`config.mk`:
```
export PLATFORM = sky130hd
export DESIGN_NAME = rmc_ctrl_port
export DESIGN_NICKNAME = d
export VERILOG_FILES = /design/src/logic/rmc_pkg.sv /design/src/logic/rmc_sync.sv /design/src/logic/rmc_evt_class.sv /design/src/logic/rmc_ctrl_port.sv
export SDC_FILE = /design/constraint.sdc
export NUM_CORES = 1
export LEC_CHECK = 0
export ABC_AREA = 1
export CORE_MARGIN = 4
export CORE_UTILIZATION = 65
export CTS_CLUSTER_SIZE = 16
export DETAILED_ROUTE_END_ITERATION = 8
export DONT_BUFFER_PORTS = 1
export PLACE_DENSITY = 0.81
export RECOVER_POWER = 50
export SETUP_SLACK_MARGIN = 0.4
export SYNTH_ARGS = -nofsm -noshare
export SYNTH_HDL_FRONTEND = slang
export SYNTH_SLANG_ARGS = --single-unit
```
`constraint.sdc`:
```
create_clock -name clk -period 3.75 [get_ports clk]
set_clock_uncertainty 0.2 [all_clocks]
set_input_delay 0.75 -clock clk [delete_from_list [all_inputs] [get_ports clk]]
set_output_delay 0.75 -clock clk [all_outputs]
set_load 0.005 [all_outputs]
```
`src/logic/rmc_pkg.sv`:
```
// register map, field positions and reset values of the ring mac control port
package rmc_pkg;
  localparam logic [7:0] ADR_MODE = 8'h00;
  localparam logic [7:0] ADR_OPTION = 8'h01;
  localparam logic [7:0] ADR_FUNC = 8'h02;
  localparam logic [7:0] ADR_INTR = 8'h03;
  localparam logic [7:0] ADR_INTR_MASK = 8'h04;
  localparam logic [7:0] ADR_EXC = 8'h05;
  localparam logic [7:0] ADR_PROTO_EVT = 8'h08;
  localparam logic [7:0] ADR_PROTO_MASK = 8'h09;
  localparam logic [7:0] ADR_CNT_EVT = 8'h0a;
  localparam logic [7:0] ADR_CNT_MASK = 8'h0b;
  localparam logic [7:0] ADR_ERR_EVT = 8'h0c;
  localparam logic [7:0] ADR_ERR_MASK = 8'h0d;
  localparam logic [7:0] ADR_STAT_CUR = 8'h10;
  localparam logic [7:0] ADR_CNT_BASE = 8'h11;
  localparam logic [7:0] ADR_PARAM_BASE = 8'h18;
  localparam logic [7:0] ADR_SHARED_LO = 8'h10;
  localparam logic [7:0] ADR_SHARED_HI = 8'h1f;
  localparam int MODE_RUN_BIT = 0;
  localparam int MODE_LOOP_LSB = 1;
  localparam int MODE_LOOP_W = 2;
  localparam int FN_SMR = 0;
  localparam int FN_MACRST = 1;
  localparam int FN_CLAIM = 2;
  localparam int FN_BEACON = 3;
  localparam int NUM_FN = 4;
  localparam int CLS_PROTO = 0;
  localparam int CLS_CNT = 1;
  localparam int CLS_ERR = 2;
  localparam int NUM_CLS = 3;
  localparam int ERR_REJECT_BIT = 0;
  localparam int NUM_CNT = 2;
  localparam int NUM_PARAM = 8;
  localparam logic [7:0] MODE_RST = 8'h00;
  localparam logic [7:0] OPTION_RST = 8'h00;
  localparam logic [7:0] MASK_RST = 8'h00;
  localparam logic [7:0] PARAM_RST = 8'h00;
  typedef enum logic [1:0] {
    ACC_IDLE = 2'b00,
    ACC_OK = 2'b01,
    ACC_REJ = 2'b10
  } rmc_acc_e;
endpackage : rmc_pkg

```
`src/logic/rmc_sync.sv`:
```
// two-stage synchroniser for signals arriving from the ring engine side
`timescale 1ns/10ps
module rmc_sync #(
  parameter int W = 8
) (
  input wire logic clk,
  input wire logic rst,
  input wire logic [W-1:0] d,
  output logic [W-1:0] q
);
  logic [W-1:0] meta_ff;
  logic [W-1:0] q_ff;

  // only the second stage is ever looked at
  always_ff @(posedge clk) begin
    if (rst) begin
      meta_ff <= '0;
      q_ff <= '0;
    end else begin
      meta_ff <= d;
      q_ff <= meta_ff;
    end
  end

  assign q = q_ff;
endmodule : rmc_sync

```
`src/logic/rmc_evt_class.sv`:
```
// one event class: sticky condition latch, write-one-to-clear, per-event mask
`timescale 1ns/10ps
module rmc_evt_class #(
  parameter int W = 8
) (
  input wire logic clk,
  input wire logic rst,
  input wire logic [W-1:0] set,
  input wire logic [W-1:0] clr,
  input wire logic mask_wr,
  input wire logic [W-1:0] mask_wdata,
  output logic [W-1:0] latch,
  output logic [W-1:0] mask,
  output logic pend
);
  logic [W-1:0] latch_ff;
  logic [W-1:0] mask_ff;

  // a new event in the clearing cycle survives
  always_ff @(posedge clk) begin
    if (rst) begin
      latch_ff <= '0;
    end else begin
      latch_ff <= (latch_ff & ~clr) | set;
    end
  end

  always_ff @(posedge clk) begin
    if (rst) begin
      mask_ff <= '0;
    end else if (mask_wr) begin
      mask_ff <= mask_wdata;
    end
  end

  assign latch = latch_ff;
  assign mask = mask_ff;
  assign pend = |(latch_ff & mask_ff);
endmodule : rmc_evt_class

```
`src/logic/rmc_ctrl_port.sv`:
```
// control port, event latching and two-level interrupt masking of the ring mac
`timescale 1ns/10ps
module rmc_ctrl_port #(
  parameter int NUM_PROTO = 8,
  parameter int NUM_ERR = 3,
  parameter int CNT_W = 8
) (
  input wire logic clk,
  input wire logic rst,
  input wire logic [7:0] adr,
  input wire logic [7:0] wdata,
  input wire logic wr,
  input wire logic rd,
  output logic [7:0] rdata,
  input wire logic [NUM_PROTO-1:0] proto_evt_in,
  input wire logic [NUM_ERR-1:0] err_in,
  input wire logic [rmc_pkg::NUM_CNT-1:0] cnt_inc_in,
  input wire logic [rmc_pkg::NUM_FN-1:0] fn_done_in,
  input wire logic [7:0] status_in,
  output logic irq,
  output logic mode_run,
  output logic [rmc_pkg::MODE_LOOP_W-1:0] mode_loop,
  output logic [7:0] option,
  output logic [rmc_pkg::NUM_FN-1:0] fn_start,
  output logic [8*rmc_pkg::NUM_PARAM-1:0] param
);
  localparam int NCE = 2 * rmc_pkg::NUM_CNT;
  localparam int NEE = 1 + NUM_ERR;
  localparam int EDGE_W = NUM_PROTO + NUM_ERR + rmc_pkg::NUM_CNT + rmc_pkg::NUM_FN;
  localparam int SYNC_W = EDGE_W + 8;

  function automatic logic is_shared(input logic [7:0] a);
    is_shared = (a >= rmc_pkg::ADR_SHARED_LO) && (a <= rmc_pkg::ADR_SHARED_HI);
  endfunction : is_shared

  function automatic logic hit(input logic [7:0] a, input logic [7:0] target);
    hit = (a == target);
  endfunction : hit

  logic [7:0] mode_ff;
  logic [7:0] option_ff;
  logic [7:0] intr_mask_ff;
  logic [7:0] rdata_ff;
  logic irq_ff;
  logic [rmc_pkg::NUM_FN-1:0] fn_start_ff;
  logic [rmc_pkg::NUM_FN-1:0] fn_busy_ff;
  logic [8*rmc_pkg::NUM_PARAM-1:0] param_ff;
  logic [CNT_W-1:0] cnt_ff [rmc_pkg::NUM_CNT];
  logic [EDGE_W-1:0] edge_prev_ff;
  rmc_pkg::rmc_acc_e acc_state_ff;
  rmc_pkg::rmc_acc_e nxt_acc_state;
  logic [7:0] nxt_rdata;

  logic [SYNC_W-1:0] sync_q;
  logic [EDGE_W-1:0] edge_lvl;
  logic [EDGE_W-1:0] edge_rise;
  logic [NUM_PROTO-1:0] proto_rise;
  logic [NUM_ERR-1:0] err_rise;
  logic [rmc_pkg::NUM_CNT-1:0] inc_rise;
  logic [rmc_pkg::NUM_FN-1:0] done_rise;
  logic [7:0] status_sync;
  logic access;
  logic reject;
  logic wr_ok;
  logic [rmc_pkg::NUM_CNT-1:0] ovf_hit;

  logic [NUM_PROTO-1:0] proto_latch;
  logic [NUM_PROTO-1:0] proto_mask;
  logic [NCE-1:0] cnt_latch;
  logic [NCE-1:0] cnt_mask;
  logic [NEE-1:0] err_latch;
  logic [NEE-1:0] err_mask;
  logic [rmc_pkg::NUM_CLS-1:0] cls_pend;

  // ring engine side runs on its own byte clock, so everything is resampled
  rmc_sync #(.W(SYNC_W)) u_sync (
    .clk(clk),
    .rst(rst),
    .d({status_in, fn_done_in, cnt_inc_in, err_in, proto_evt_in}),
    .q(sync_q)
  );

  assign edge_lvl = sync_q[EDGE_W-1:0];
  assign status_sync = sync_q[SYNC_W-1:EDGE_W];

  always_ff @(posedge clk) begin
    if (rst) begin
      edge_prev_ff <= '0;
    end else begin
      edge_prev_ff <= edge_lvl;
    end
  end

  // events are taken on the rising edge of a held level
  assign edge_rise = edge_lvl & ~edge_prev_ff;
  assign proto_rise = edge_rise[NUM_PROTO-1:0];
  assign err_rise = edge_rise[NUM_PROTO+NUM_ERR-1:NUM_PROTO];
  assign inc_rise = edge_rise[NUM_PROTO+NUM_ERR+rmc_pkg::NUM_CNT-1:NUM_PROTO+NUM_ERR];
  assign done_rise = edge_rise[EDGE_W-1:NUM_PROTO+NUM_ERR+rmc_pkg::NUM_CNT];

  // access checking against the current mode
  assign access = wr | rd;
  assign reject = access && is_shared(adr) && mode_ff[rmc_pkg::MODE_RUN_BIT];
  assign wr_ok = wr && !reject;

  always_comb begin
    nxt_acc_state = acc_state_ff;
    case (acc_state_ff)
      rmc_pkg::ACC_IDLE,
      rmc_pkg::ACC_OK,
      rmc_pkg::ACC_REJ: begin
        // reading the exception register must not overwrite its own answer
        if (access && !hit(adr, rmc_pkg::ADR_EXC)) begin
          nxt_acc_state = reject ? rmc_pkg::ACC_REJ : rmc_pkg::ACC_OK;
        end
      end
      default: begin
        nxt_acc_state = rmc_pkg::ACC_IDLE;
      end
    endcase
  end

  always_ff @(posedge clk) begin
    if (rst) begin
      acc_state_ff <= rmc_pkg::ACC_IDLE;
    end else begin
      acc_state_ff <= nxt_acc_state;
    end
  end

  // operation registers
  always_ff @(posedge clk) begin
    if (rst) begin
      mode_ff <= rmc_pkg::MODE_RST;
    end else if (wr && hit(adr, rmc_pkg::ADR_MODE)) begin
      mode_ff <= wdata;
    end
  end

  always_ff @(posedge clk) begin
    if (rst) begin
      option_ff <= rmc_pkg::OPTION_RST;
    end else if (wr && hit(adr, rmc_pkg::ADR_OPTION)) begin
      option_ff <= wdata;
    end
  end

  always_ff @(posedge clk) begin
    if (rst) begin
      intr_mask_ff <= rmc_pkg::MASK_RST;
    end else if (wr && hit(adr, rmc_pkg::ADR_INTR_MASK)) begin
      intr_mask_ff <= wdata;
    end
  end

  // function starts are one-cycle pulses; busy falls on the done edge
  always_ff @(posedge clk) begin
    if (rst) begin
      fn_start_ff <= '0;
      fn_busy_ff <= '0;
    end else begin
      fn_start_ff <= (wr && hit(adr, rmc_pkg::ADR_FUNC)) ?
        wdata[rmc_pkg::NUM_FN-1:0] : '0;
      // a fresh start beats a stale completion
      fn_busy_ff <= (fn_busy_ff & ~done_rise) | fn_start_ff;
    end
  end

  // parameter bytes, writable only while stopped
  always_ff @(posedge clk) begin
    if (rst) begin
      param_ff <= {rmc_pkg::NUM_PARAM{rmc_pkg::PARAM_RST}};
    end else begin
      for (int i = 0; i < rmc_pkg::NUM_PARAM; i++) begin
        if (wr_ok && hit(adr, rmc_pkg::ADR_PARAM_BASE + 8'(i))) begin
          param_ff[8*i +: 8] <= wdata;
        end
      end
    end
  end

  // event counters; they keep counting in run mode, reads are what is closed
  always_comb begin
    for (int i = 0; i < rmc_pkg::NUM_CNT; i++) begin
      ovf_hit[i] = inc_rise[i] && (cnt_ff[i] == {CNT_W{1'b1}});
    end
  end

  always_ff @(posedge clk) begin
    if (rst) begin
      for (int i = 0; i < rmc_pkg::NUM_CNT; i++) begin
        cnt_ff[i] <= '0;
      end
    end else begin
      for (int i = 0; i < rmc_pkg::NUM_CNT; i++) begin
        if (inc_rise[i]) begin
          cnt_ff[i] <= cnt_ff[i] + 1'b1;
        end
      end
    end
  end

  // event classes
  rmc_evt_class #(.W(NUM_PROTO)) u_cls_proto (
    .clk(clk),
    .rst(rst),
    .set(proto_rise),
    .clr((wr && hit(adr, rmc_pkg::ADR_PROTO_EVT)) ? wdata[NUM_PROTO-1:0] : '0),
    .mask_wr(wr && hit(adr, rmc_pkg::ADR_PROTO_MASK)),
    .mask_wdata(wdata[NUM_PROTO-1:0]),
    .latch(proto_latch),
    .mask(proto_mask),
    .pend(cls_pend[rmc_pkg::CLS_PROTO])
  );

  rmc_evt_class #(.W(NCE)) u_cls_cnt (
    .clk(clk),
    .rst(rst),
    .set({ovf_hit, inc_rise}),
    .clr((wr && hit(adr, rmc_pkg::ADR_CNT_EVT)) ? wdata[NCE-1:0] : '0),
    .mask_wr(wr && hit(adr, rmc_pkg::ADR_CNT_MASK)),
    .mask_wdata(wdata[NCE-1:0]),
    .latch(cnt_latch),
    .mask(cnt_mask),
    .pend(cls_pend[rmc_pkg::CLS_CNT])
  );

  rmc_evt_class #(.W(NEE)) u_cls_err (
    .clk(clk),
    .rst(rst),
    .set({err_rise, reject}),
    .clr((wr && hit(adr, rmc_pkg::ADR_ERR_EVT)) ? wdata[NEE-1:0] : '0),
    .mask_wr(wr && hit(adr, rmc_pkg::ADR_ERR_MASK)),
    .mask_wdata(wdata[NEE-1:0]),
    .latch(err_latch),
    .mask(err_mask),
    .pend(cls_pend[rmc_pkg::CLS_ERR])
  );

  // class enables gate the per-class pending summaries
  always_ff @(posedge clk) begin
    if (rst) begin
      irq_ff <= 1'b0;
    end else begin
      irq_ff <= |(cls_pend & intr_mask_ff[rmc_pkg::NUM_CLS-1:0]);
    end
  end

  // read mux; closed or unmapped reads return zero but still answer on time
  always_comb begin
    nxt_rdata = 8'h00;
    if (!reject) begin
      if (hit(adr, rmc_pkg::ADR_MODE)) nxt_rdata = mode_ff;
      if (hit(adr, rmc_pkg::ADR_OPTION)) nxt_rdata = option_ff;
      if (hit(adr, rmc_pkg::ADR_FUNC)) nxt_rdata = 8'(fn_busy_ff | fn_start_ff);
      if (hit(adr, rmc_pkg::ADR_INTR)) nxt_rdata = 8'(cls_pend);
      if (hit(adr, rmc_pkg::ADR_INTR_MASK)) nxt_rdata = intr_mask_ff;
      if (hit(adr, rmc_pkg::ADR_EXC)) nxt_rdata = 8'(acc_state_ff);
      if (hit(adr, rmc_pkg::ADR_PROTO_EVT)) nxt_rdata = 8'(proto_latch);
      if (hit(adr, rmc_pkg::ADR_PROTO_MASK)) nxt_rdata = 8'(proto_mask);
      if (hit(adr, rmc_pkg::ADR_CNT_EVT)) nxt_rdata = 8'(cnt_latch);
      if (hit(adr, rmc_pkg::ADR_CNT_MASK)) nxt_rdata = 8'(cnt_mask);
      if (hit(adr, rmc_pkg::ADR_ERR_EVT)) nxt_rdata = 8'(err_latch);
      if (hit(adr, rmc_pkg::ADR_ERR_MASK)) nxt_rdata = 8'(err_mask);
      if (hit(adr, rmc_pkg::ADR_STAT_CUR)) nxt_rdata = status_sync;
      for (int i = 0; i < rmc_pkg::NUM_CNT; i++) begin
        if (hit(adr, rmc_pkg::ADR_CNT_BASE + 8'(i))) nxt_rdata = 8'(cnt_ff[i]);
      end
      for (int i = 0; i < rmc_pkg::NUM_PARAM; i++) begin
        if (hit(adr, rmc_pkg::ADR_PARAM_BASE + 8'(i))) nxt_rdata = param_ff[8*i +: 8];
      end
    end
  end

  always_ff @(posedge clk) begin
    if (rst) begin
      rdata_ff <= 8'h00;
    end else begin
      rdata_ff <= rd ? nxt_rdata : 8'h00;
    end
  end

  // outputs to the ring engine never wait on the register port
  assign rdata = rdata_ff;
  assign irq = irq_ff;
  assign mode_run = mode_ff[rmc_pkg::MODE_RUN_BIT];
  assign mode_loop = mode_ff[rmc_pkg::MODE_LOOP_LSB +: rmc_pkg::MODE_LOOP_W];
  assign option = option_ff;
  assign fn_start = fn_start_ff;
  assign param = param_ff;
endmodule : rmc_ctrl_port

```
**Word-level counts from Yosys, hierarchy flattened**

Memory sizes are Yosys's and may differ from the RTL's.
Index checks and enable logic that the tools add are counted.

- Bitwise gates (word level): 25
- $lt $le $gt $ge: 2
- Add/sub/neg operators: 2
- Reductions and logical operators: 37
- Equal/unequal tests: 26
- Mux-type cells: 37

Operators by type and width:

| cell | number |
|---|---|
| $mux 8 | 26 |
| $eq 8x5->1 const B | 11 |
| $eq 8x4->1 const B | 6 |
| $logic_and 1x1->1 | 25 |
| $and 4x4->4 | 5 |
| $and 17x17->17 | 1 |
| $not 17->17 | 1 |
| $add 8x1->8 const B | 2 |
| $and 8x8->8 | 2 |
| $eq 8x2->1 const B | 2 |
| $eq 8x3->1 const B | 2 |
| $eq 8x8->1 const B | 2 |
| $or 4x4->4 | 4 |
| $not 4->4 | 3 |
| $reduce_or 3->1 | 3 |
| $eq 8x1->1 const B | 1 |
| $ge 8x5->1 const B | 1 |
| $le 8x5->1 const B | 1 |
| $logic_not 8->1 | 1 |
| $mux 1 | 8 |
| $mux 4 | 2 |
| $not 8->8 | 1 |
| $or 8x8->8 | 1 |
| $reduce_or 4->1 | 2 |
| other kinds (10) | 16 |

- Bits of input ports: 45
- Memories: 1
- Word-level logic and storage cells: 155
- Output and inout port bits: 88
- Register bits: 206
- Bits in writable memories: 16

Memories:

| name | words | width | rd ports | clocked after Yosys merged registers in | write ports | line | text |
|---|---|---|---|---|---|---|---|
| cnt_ff | 2 | 8 | 2 | 0 | 2 | rmc_ctrl_port.sv:48 | `logic [CNT_W-1:0] cnt_ff [rmc_pkg::NUM_CNT];` |

**Depth between registers and ports, before layout**

Gate-level depths: netlist of run 1.

- Word-level depth: 24
- Depth in mapped cells: 20
- Gate-level depth less buffers: 20

**Hierarchy**

A second synthesis of run 1 with hierarchy kept.

- Cell total of the unflattened synthesis: 1212
- Area total of the unflattened synthesis: 9076.2 um^2

Modules (own cells, without submodules):

| module | area each (um^2) | cells an instance | instances |
|---|---|---|---|
| rmc_ctrl_port | 6372.4 | 879 | 1 |
| rmc_sync | 1443.9 | 156 | 1 |
| rmc_evt_class (u_cls_cnt ...) | 316.6 | 47 | 2 |
| rmc_evt_class (u_cls_proto) | 626.9 | 83 | 1 |

**Worst setup path before layout of run 1**

OpenSTA, ideal clock, no wires.

- Path kind: input to register
- From: input port adr[7]
- To: register rdata_ff[3], in the netlist rdata[3]
- Required time: 3433 ps
- Arrival: 2086 ps
- Stages on the path: 16
- Slack: 1347 ps
- Path through: nor2_1 nand2_4 inv_2 nand2_1 o31ai_2 nand3_1 nor2_1 nand3_1 nand2_1 nand2_1 nor2_1 nand4_1 nor2_1 nand4_1 nor2_1 nor2_1

- Longest elaborated chain between the ends: 24
- Elaborated cells between the ends (all ways): 52
- Those cells by class: 2 x order compare; 22 x eq/ne; 23 x mux; 5 x reduce/logical

RTL lines:

| element | line | text |
|---|---|---|
| start: declaration | rmc_ctrl_port.sv:10 | `input wire logic [7:0] adr,` |
| $logic_not 8->1 | rmc_ctrl_port.sv:37 | `hit = (a == target);` |
| $mux 8 | rmc_ctrl_port.sv:253 | `if (hit(adr, rmc_pkg::ADR_MODE)) nxt_rdata = mode_ff;` |
| $mux 8 | rmc_ctrl_port.sv:254 | `if (hit(adr, rmc_pkg::ADR_OPTION)) nxt_rdata = option_ff;` |
| $mux 8 | rmc_ctrl_port.sv:255 | `if (hit(adr, rmc_pkg::ADR_FUNC)) nxt_rdata = 8'(fn_busy_ff \| fn_start_ff);` |
| $mux 8 | rmc_ctrl_port.sv:256 | `if (hit(adr, rmc_pkg::ADR_INTR)) nxt_rdata = 8'(cls_pend);` |
| $mux 8 | rmc_ctrl_port.sv:257 | `if (hit(adr, rmc_pkg::ADR_INTR_MASK)) nxt_rdata = intr_mask_ff;` |
| $mux 8 | rmc_ctrl_port.sv:258 | `if (hit(adr, rmc_pkg::ADR_EXC)) nxt_rdata = 8'(acc_state_ff);` |
| $mux 8 | rmc_ctrl_port.sv:259 | `if (hit(adr, rmc_pkg::ADR_PROTO_EVT)) nxt_rdata = 8'(proto_latch);` |
| $mux 8 | rmc_ctrl_port.sv:260 | `if (hit(adr, rmc_pkg::ADR_PROTO_MASK)) nxt_rdata = 8'(proto_mask);` |
| $mux 8 | rmc_ctrl_port.sv:261 | `if (hit(adr, rmc_pkg::ADR_CNT_EVT)) nxt_rdata = 8'(cnt_latch);` |
| $mux 8 | rmc_ctrl_port.sv:262 | `if (hit(adr, rmc_pkg::ADR_CNT_MASK)) nxt_rdata = 8'(cnt_mask);` |
| $mux 8 | rmc_ctrl_port.sv:263 | `if (hit(adr, rmc_pkg::ADR_ERR_EVT)) nxt_rdata = 8'(err_latch);` |
| $mux 8 | rmc_ctrl_port.sv:264 | `if (hit(adr, rmc_pkg::ADR_ERR_MASK)) nxt_rdata = 8'(err_mask);` |
| $mux 8 | rmc_ctrl_port.sv:265 | `if (hit(adr, rmc_pkg::ADR_STAT_CUR)) nxt_rdata = status_sync;` |
| $mux 8 (2 in a row) | rmc_ctrl_port.sv:267 | `if (hit(adr, rmc_pkg::ADR_CNT_BASE + 8'(i))) nxt_rdata = 8'(cnt_ff[i]);` |
| $mux 8 (8 in a row) | rmc_ctrl_port.sv:270 | `if (hit(adr, rmc_pkg::ADR_PARAM_BASE + 8'(i))) nxt_rdata = param_ff[8*i +: 8];` |
| end signal: assignment | rmc_ctrl_port.sv:279 | `rdata_ff <= rd ? nxt_rdata : 8'h00;` |
| end: declaration | rmc_ctrl_port.sv:43 | `logic [7:0] rdata_ff;` |

Several ways; a longest one is shown, not always the timed one.
A chain may end at the register's enable or synchronous reset.

**Worst setup path after layout of run 1**

Same ends and word-level chain as after synthesis.

==> results.sh, run 1 <==
export IMPL_fillers=1033
export IMPL_yosysWarningCount=0
export IMPL_fin_crit_sh_pct=70.18
export IMPL_cts_root_buf="clkbuf_16"
export IMPL_p_per_area_nw_per_um2=492.5
export IMPL_place_port_buffers=0
export IMPL_synthDistinctLibCells=40
export IMPL_antenna_found_initial=0
export IMPL_rows=42
export IMPL_diodes=0
export IMPL_worstHoldPathCells=1
export IMPL_startpoint_type="primary input"
export IMPL_nets=1177
export IMPL_hp_class="primary input to register"
export IMPL_worstPathMaxFanout=15
export IMPL_max_slew_margin_pct=22.62
export IMPL_finalCriticalPeriod_ns=2.632
export IMPL_cts_tree="built"
export IMPL_setup_viol=0
export IMPL_seq_power_share_pct=51.8
export IMPL_final_common_cell="dfxtp_1"
export IMPL_numClockSinks=222
export IMPL_irDropWorstVdd_uv=354.9
export IMPL_tightest_slew_ns=1.149
export IMPL_post_cts_buffers=0
export IMPL_clock_path_buffers=3
export IMPL_ys_ff_latch=222
export IMPL_hold_violations=0
export IMPL_start_util_pct=66.81
export IMPL_cts_buffers=22
export IMPL_switching_share_pct=21.92
export IMPL_syn_nets=1198
export IMPL_grt_pass1_vias=6883
export IMPL_final_cell_mix="dfxtp_1 (206), nand2_1 (185), nor2_1 (180), inv_1 (136), o21ai_0 (100)"
export IMPL_intPower_mw=3.718
export IMPL_synth_area_per_cell_sq_um=7.747
export IMPL_die_area_sq_um=15660
export IMPL_overflow=0
export IMPL_via_count=7587
export IMPL_drc=0
export IMPL_drt_iter0_drc=932
export IMPL_p_leak_nw=4.058
export IMPL_power_frac_comb_pct=3.3
export IMPL_synth_cells=1151
export IMPL_grt_pass1_wl_microns=36570
export IMPL_clkTransAtPathRegs_ns=0.06
export IMPL_die_w_microns=125.1
export IMPL_drive_above_1_share_pct=7.948
export IMPL_setup_slack_ns=1.118
export IMPL_crit_arrival_ns=2.81
export IMPL_hold_buffers=0
export IMPL_synth_area_sq_um=8917
export IMPL_fin_hold_ws_ns=0.1257
export IMPL_gp_congestion=1.019
export IMPL_die_h_microns=125.1
export IMPL_seq_area_frac_synth_pct=51.63
export IMPL_drv_cap=0
export IMPL_clock_latency_ns=0.50
export IMPL_track_usage_pct=28.30
export IMPL_setup_worst_path_class="primary input to register"
export IMPL_grt_max_degree=111
export IMPL_end_kind="register"
export IMPL_drtPass1Iterations=6
export IMPL_dp_hpwl_microns=16260
export IMPL_rsz0062_at_grt="false"
export IMPL_vias_per_cell=5.743
export IMPL_critical_path_required_ns=3.93
export IMPL_cts_max_level=1
export IMPL_detail_route_wl_per_cell_microns=17.48
export IMPL_maxSlewViolCount=0
export IMPL_tns_ns=0
export IMPL_finalPower_mw=4.762
export IMPL_r2r_worst_path_cells=15
export IMPL_cts_resized_gates=0
export IMPL_core_sq_um=13350
export IMPL_place_ws_ns=0.6370
export IMPL_drt_total_wl_microns=23100
export IMPL_clkPwrFrac_pct=44.9
export IMPL_ioPinCount=133
export IMPL_area_delta_synth_final_pct=8.433
export IMPL_fmax_ghz=0.3800
export IMPL_status="finished clean"
export IMPL_ant_nets=0
export IMPL_power_switching_mw=1.044
==> worst max-delay path, stage by stage <==
cell     delay [ns]
nor2_1         0.16
nand2_4        0.09
inv_2          0.19
nand2_1        0.18
o31ai_2        0.25
nand3_1        0.13
nor2_1         0.10
nand3_1        0.07
nand2_1        0.09
nand2_1        0.08
nor2_1         0.13
nand4_1        0.11
nor2_1         0.13
nand4_1        0.14
nor2_1         0.15
nor2_1         0.06
==> cells by family after synthesis <==
group / count (synthesis) / synth area share (%)
compound gates: 253 / 15.84
xor+xnor: 2 / 0.1965
fa+ha+maj: 2 / 0.2806
buf+inv: 200 / 8.727
flops: 222 / 51.63
simple gates: 472 / 23.32
==> through the flow <==
stage	util [%]	instance area (sq um)	cells
after floorplan	-	8917	1151
after global placement	67.04	8949	1282
after detailed placement	67.04	8949	1282
after CTS	72.45	9671	1321
after global routing	72.44	9669	1321
final	72.44	9669	1321
==> flip-flops by register name, indices dropped and copies added (netlist names), 16 cells and up <==
signal          count
u_sync.q           25
cnt_ff             16
u_sync.meta_ff     25
edge_prev_ff       17
param              64
==> cell type report <==
class / instances / area, sq um / share of cell area, %
clock buffers: 30 / 661.9 / 6.845
clock inverters: 9 / 60.06 / 0.6211
inverters: 153 / 574.3 / 5.939
multi-input cells: 729 / 3537 / 36.58
flip-flops and latches: 222 / 4604 / 47.62
well taps: 176 / 220.2 / 2.277
repair buffers: 2 / 11.26 / 0.1165
==> cell usage after synthesis (all sizes together) <==
cell type | number | area share, %
dfxtp | 206 | 46
o31ai | 1 | 0.14
nor2 | 195 | 9.1
buf | 15 | 0.94
nand3 | 41 | 2.4
nand4 | 21 | 1.5
nand2 | 193 | 8.5
a21oi | 100 | 5.7
clkbuf | 32 | 1.3
ha | 2 | 0.28
a211oi | 32 | 2.7
xnor2 | 1 | 0.098
xor2 | 1 | 0.098
o22ai | 12 | 0.84
nor4 | 1 | 0.070
o311a | 2 | 0.22
inv | 149 | 6.3
a2111oi | 1 | 0.17
or2 | 4 | 0.28
edfxtp | 16 | 5.4
o211ai | 2 | 0.17
o32ai | 1 | 0.098
nor3b | 2 | 0.17
nor3 | 15 | 1.4
o21ai | 101 | 5.7
o2111ai | 1 | 0.098
clkinv | 4 | 0.17
==> power by group through the flow <==
stage | registers [mW] | clock network (mW) | logic [mW]
after floorplan | 2.51 | 0 | 0.133
after global placement | 2.52 | 0 | 0.150
after detailed placement | 2.52 | 0 | 0.154
after CTS | 2.47 | 2.16 | 0.155
after global routing | 2.47 | 2.26 | 0.175
final | 2.47 | 2.14 | 0.156
==> routing by layer <==
layer / track usage (%) / share of wire [%]
met5: 0 / 0
met4: 10.14 / 3.7
met3: 7.463 / 11
met2: 46.00 / 46
met1: 36.65 / 39
==> path summary, 6_finish.rpt <==
kind | start | endpoint | slack [ns]
worst max-delay path | adr[7] | rdata[3]$_SDFF_PP0_ | 1.12
worst min-delay path | rst | param[0]$_SDFFE_PP0P_ | 0.13
worst max register to register | fn_start[0]$_SDFF_PP0_ | rdata[0]$_SDFF_PP0_ | 1.31
worst min register to register | u_sync.meta_ff[5]$_SDFF_PP0_ | u_sync.q[5]$_SDFF_PP0_ | 0.20
No activity file was read; power rests on OpenSTA's default activity.
==> run 2: changes to the inputs <==
--- a/config.mk
+++ b/config.mk
@@ -7,11 +7,11 @@
 export LEC_CHECK = 0
 export ABC_AREA = 1
 export CORE_MARGIN = 4
-export CORE_UTILIZATION = 65
+export CORE_UTILIZATION = 57
 export CTS_CLUSTER_SIZE = 16
 export DETAILED_ROUTE_END_ITERATION = 8
 export DONT_BUFFER_PORTS = 1
-export PLACE_DENSITY = 0.81
+export PLACE_DENSITY = 0.75
 export RECOVER_POWER = 50
 export SETUP_SLACK_MARGIN = 0.4
 export SYNTH_ARGS = -nofsm -noshare
==> constraint.sdc (replaced) <==
create_clock -name clk -period 2.2 [get_ports clk]
set_clock_uncertainty 0.2 [all_clocks]
set_input_delay 0.44 -clock clk [delete_from_list [all_inputs] [get_ports clk]]
set_output_delay 0.44 -clock clk [all_outputs]
set_load 0.005 [all_outputs]
==> run 2 against run 1 <==
Net effect: the flow now finishes with violations (negative hold slack, negative setup slack); highest routed layer unchanged; routed wire length grew 21%; clock-buffer cell count shrank 1; register-to-register slack lost 1.4 ns; non-clock buffer count grew 161; largest cell class unchanged; global-route usage grew 1.5 points; sequential share of layout area shrank 8.5 points; critical path depth is the same; first-iteration DRC count shrank 2.5%; combinational power grew to 3.0 times the previous value; clock power grew 87%; power grew 82%; via count grew 12%.
==> results.sh, run 2 (synthesis results as in run 1) <==
export IMPL_maxSlewViolCount=0
export IMPL_finalPower_mw=8.677
export IMPL_fillers=1010
export IMPL_place_inst=1389
export IMPL_clkPwrFrac_pct=46.1
export IMPL_numClockSinks=222
export IMPL_die_h_microns=133.1
export IMPL_startpoint_type="register"
export IMPL_drt_iter0_drc=909
export IMPL_crit_family="simple AND/OR/NAND/NOR gates"
export IMPL_irDropWorstVdd_uv=739.2
export IMPL_critical_path_required_ns=2.41
export IMPL_fin_crit_sh_pct=105.5
export IMPL_vias_per_cell=5.594
export IMPL_intPower_mw=6.751
export IMPL_gp_congestion=0.9395
export IMPL_finalCriticalPeriod_ns=2.321
export IMPL_setup_viol=2
export IMPL_die_area_sq_um=17710
export IMPL_hold_violations=52
export IMPL_core_sq_um=15260
export IMPL_place_port_buffers=0
export IMPL_clock_path_buffers=3
export IMPL_ant_nets=0
export IMPL_setup_worst_path_class="register to register"
export IMPL_cts_root_buf="clkbuf_16"
export IMPL_rows=45
export IMPL_overflow=0
export IMPL_seq_power_share_pct=48.6
export IMPL_switching_share_pct=22.19
export IMPL_final_cell_mix="dfxtp_1 (183), nand2_1 (167), nor2_1 (163), inv_1 (127), o21ai_0 (93)"
export IMPL_hp_class="primary input to register"
export IMPL_violations="negative hold slack, negative setup slack"
export IMPL_seqCellArea_sq_um=4636
export IMPL_worstPathMaxFanout=3
export IMPL_cp_cell_sequence="nand2_2 -> nand3_2 -> a21oi_1 -> nor2_1 -> nor2_1 -> nand4_1 -> nor2_1 -> nand4_1 -> nand2_1 -> nand4_1 -> nor2_1 -> nand4_1 -> nor2_2 -> nand3_2 -> nand2_1 -> inv_1"
export IMPL_cts_buffers=23
export IMPL_area_delta_synth_final_pct=32.97
export IMPL_crit_arrival_ns=2.53
export IMPL_grt_pass1_vias=7844
export IMPL_via_count=8491
export IMPL_final_common_cell="dfxtp_1"
export IMPL_ioPinCount=133
export IMPL_drv_cap=0
export IMPL_fin_util_pct=77.71
export IMPL_p_leak_nw=5.154
export IMPL_start_util_pct=58.44
export IMPL_diodes=0
export IMPL_drtPass1Iterations=6
export IMPL_multiInputGateArea_sq_um=4055
export IMPL_power_frac_comb_pct=5.4
export IMPL_max_slew_margin_pct=8.268
export IMPL_antenna_found_initial=0
export IMPL_hold_buffers=62
export IMPL_drc=0
export IMPL_dp_hpwl_microns=18100
export IMPL_rsz0062_at_grt="true"
export IMPL_instances_no_fill=1518
export IMPL_drt_total_wl_microns=28010
export IMPL_clock_latency_ns=0.51
export IMPL_fmax_ghz=0.4309
export IMPL_drive_above_1_share_pct=23.87
export IMPL_detail_route_wl_per_cell_microns=18.45
export IMPL_tns_ns=-0.2012
export IMPL_p_per_area_nw_per_um2=731.8
export IMPL_fin_hold_ws_ns=-0.2024
export IMPL_grt_max_degree=111
export IMPL_clkTransAtPathRegs_ns=0.06
export IMPL_grt_pass1_wl_microns=42330
export IMPL_cts_tree="built"
export IMPL_track_usage_pct=29.81
export IMPL_status="complete, but fails checks"
export IMPL_tightest_slew_ns=1.376
export IMPL_cts_max_level=1
export IMPL_power_switching_mw=1.926
export IMPL_crit_path_top_delay_cell="dfxtp_2"
export IMPL_setup_slack_ns=-0.1207
export IMPL_nets=1339
export IMPL_slowest_delay_ns=0.33
export IMPL_die_w_microns=133.1
export IMPL_end_kind="register"
export IMPL_largest_reg_flops=64
export IMPL_path_buf_inv=1
-- run 2: path summary, 6_finish.rpt --
kind	cells past startpoint	slack, ns	endpoint	startpoint
worst max-delay path	16	-0.12	rdata[1]$_SDFF_PP0_	u_cls_cnt.latch[3]$_SDFF_PP0_
worst min register to register	1	0.21	u_cls_proto.latch[1]$_SDFF_PP0_	edge_prev_ff[1]$_SDFF_PP0_
worst min-delay path	1	-0.20	u_cls_cnt.latch[3]$_SDFF_PP0_	rst
worst max register to register	16	-0.12	rdata[1]$_SDFF_PP0_	u_cls_cnt.latch[3]$_SDFF_PP0_
-- run 2: worst register-to-register path, delay by kind of cell (launching register included) --
family          cells  cell delay (ns)
buf+inv             1             0.03
simple gates       14             1.41
compound gates      1             0.28
flops               1             0.33
-- run 2: layer usage --
metal | part of all wire, % | GRT usage, %
met1 | 39 | 39.40
met2 | 47 | 48.14
met3 | 9.9 | 7.262
met4 | 3.4 | 9.815
met5 | 0 | 0
-- run 2: power groups by stage --
stage               Clock [mW]  Combinational (mW)  Sequential (mW)
detailed placement           0               0.324             4.30
floorplan                    0               0.248             4.28
finish                    4.00               0.467             4.21
global placement             0               0.319             4.30
global route              4.18               0.502             4.22
CTS                       4.01               0.403             4.21
-- run 2: area by class of cell --
cell class                 count  share of cell area [%]
clock buffer                  29                   5.392
clock inverter                11                   1.108
inverter                     153                   5.603
sequential                   222                   39.09
tap                          211                   2.226
multi-input combinational    729                   34.20
timing repair buffer         163                   12.38
-- run 2: stage by stage --
stage                     setup WS (ns)  cell area [sq um]
after floorplan                  0.2118               9189
after global placement          -0.4210               9832
after detailed placement        -0.4456               9832
after CTS                       -0.1728              11390
after global routing            -0.2312              11860
final                           -0.1207              11860
-- run 2: what timing repair did --
item	in CTS	in global routing
setup buffers	4	23
hold endpoints to repair	117	52
pin swaps	29	65
gates resized for setup	40	90
cloned	0	0
endpoints found under the setup margin	7	29
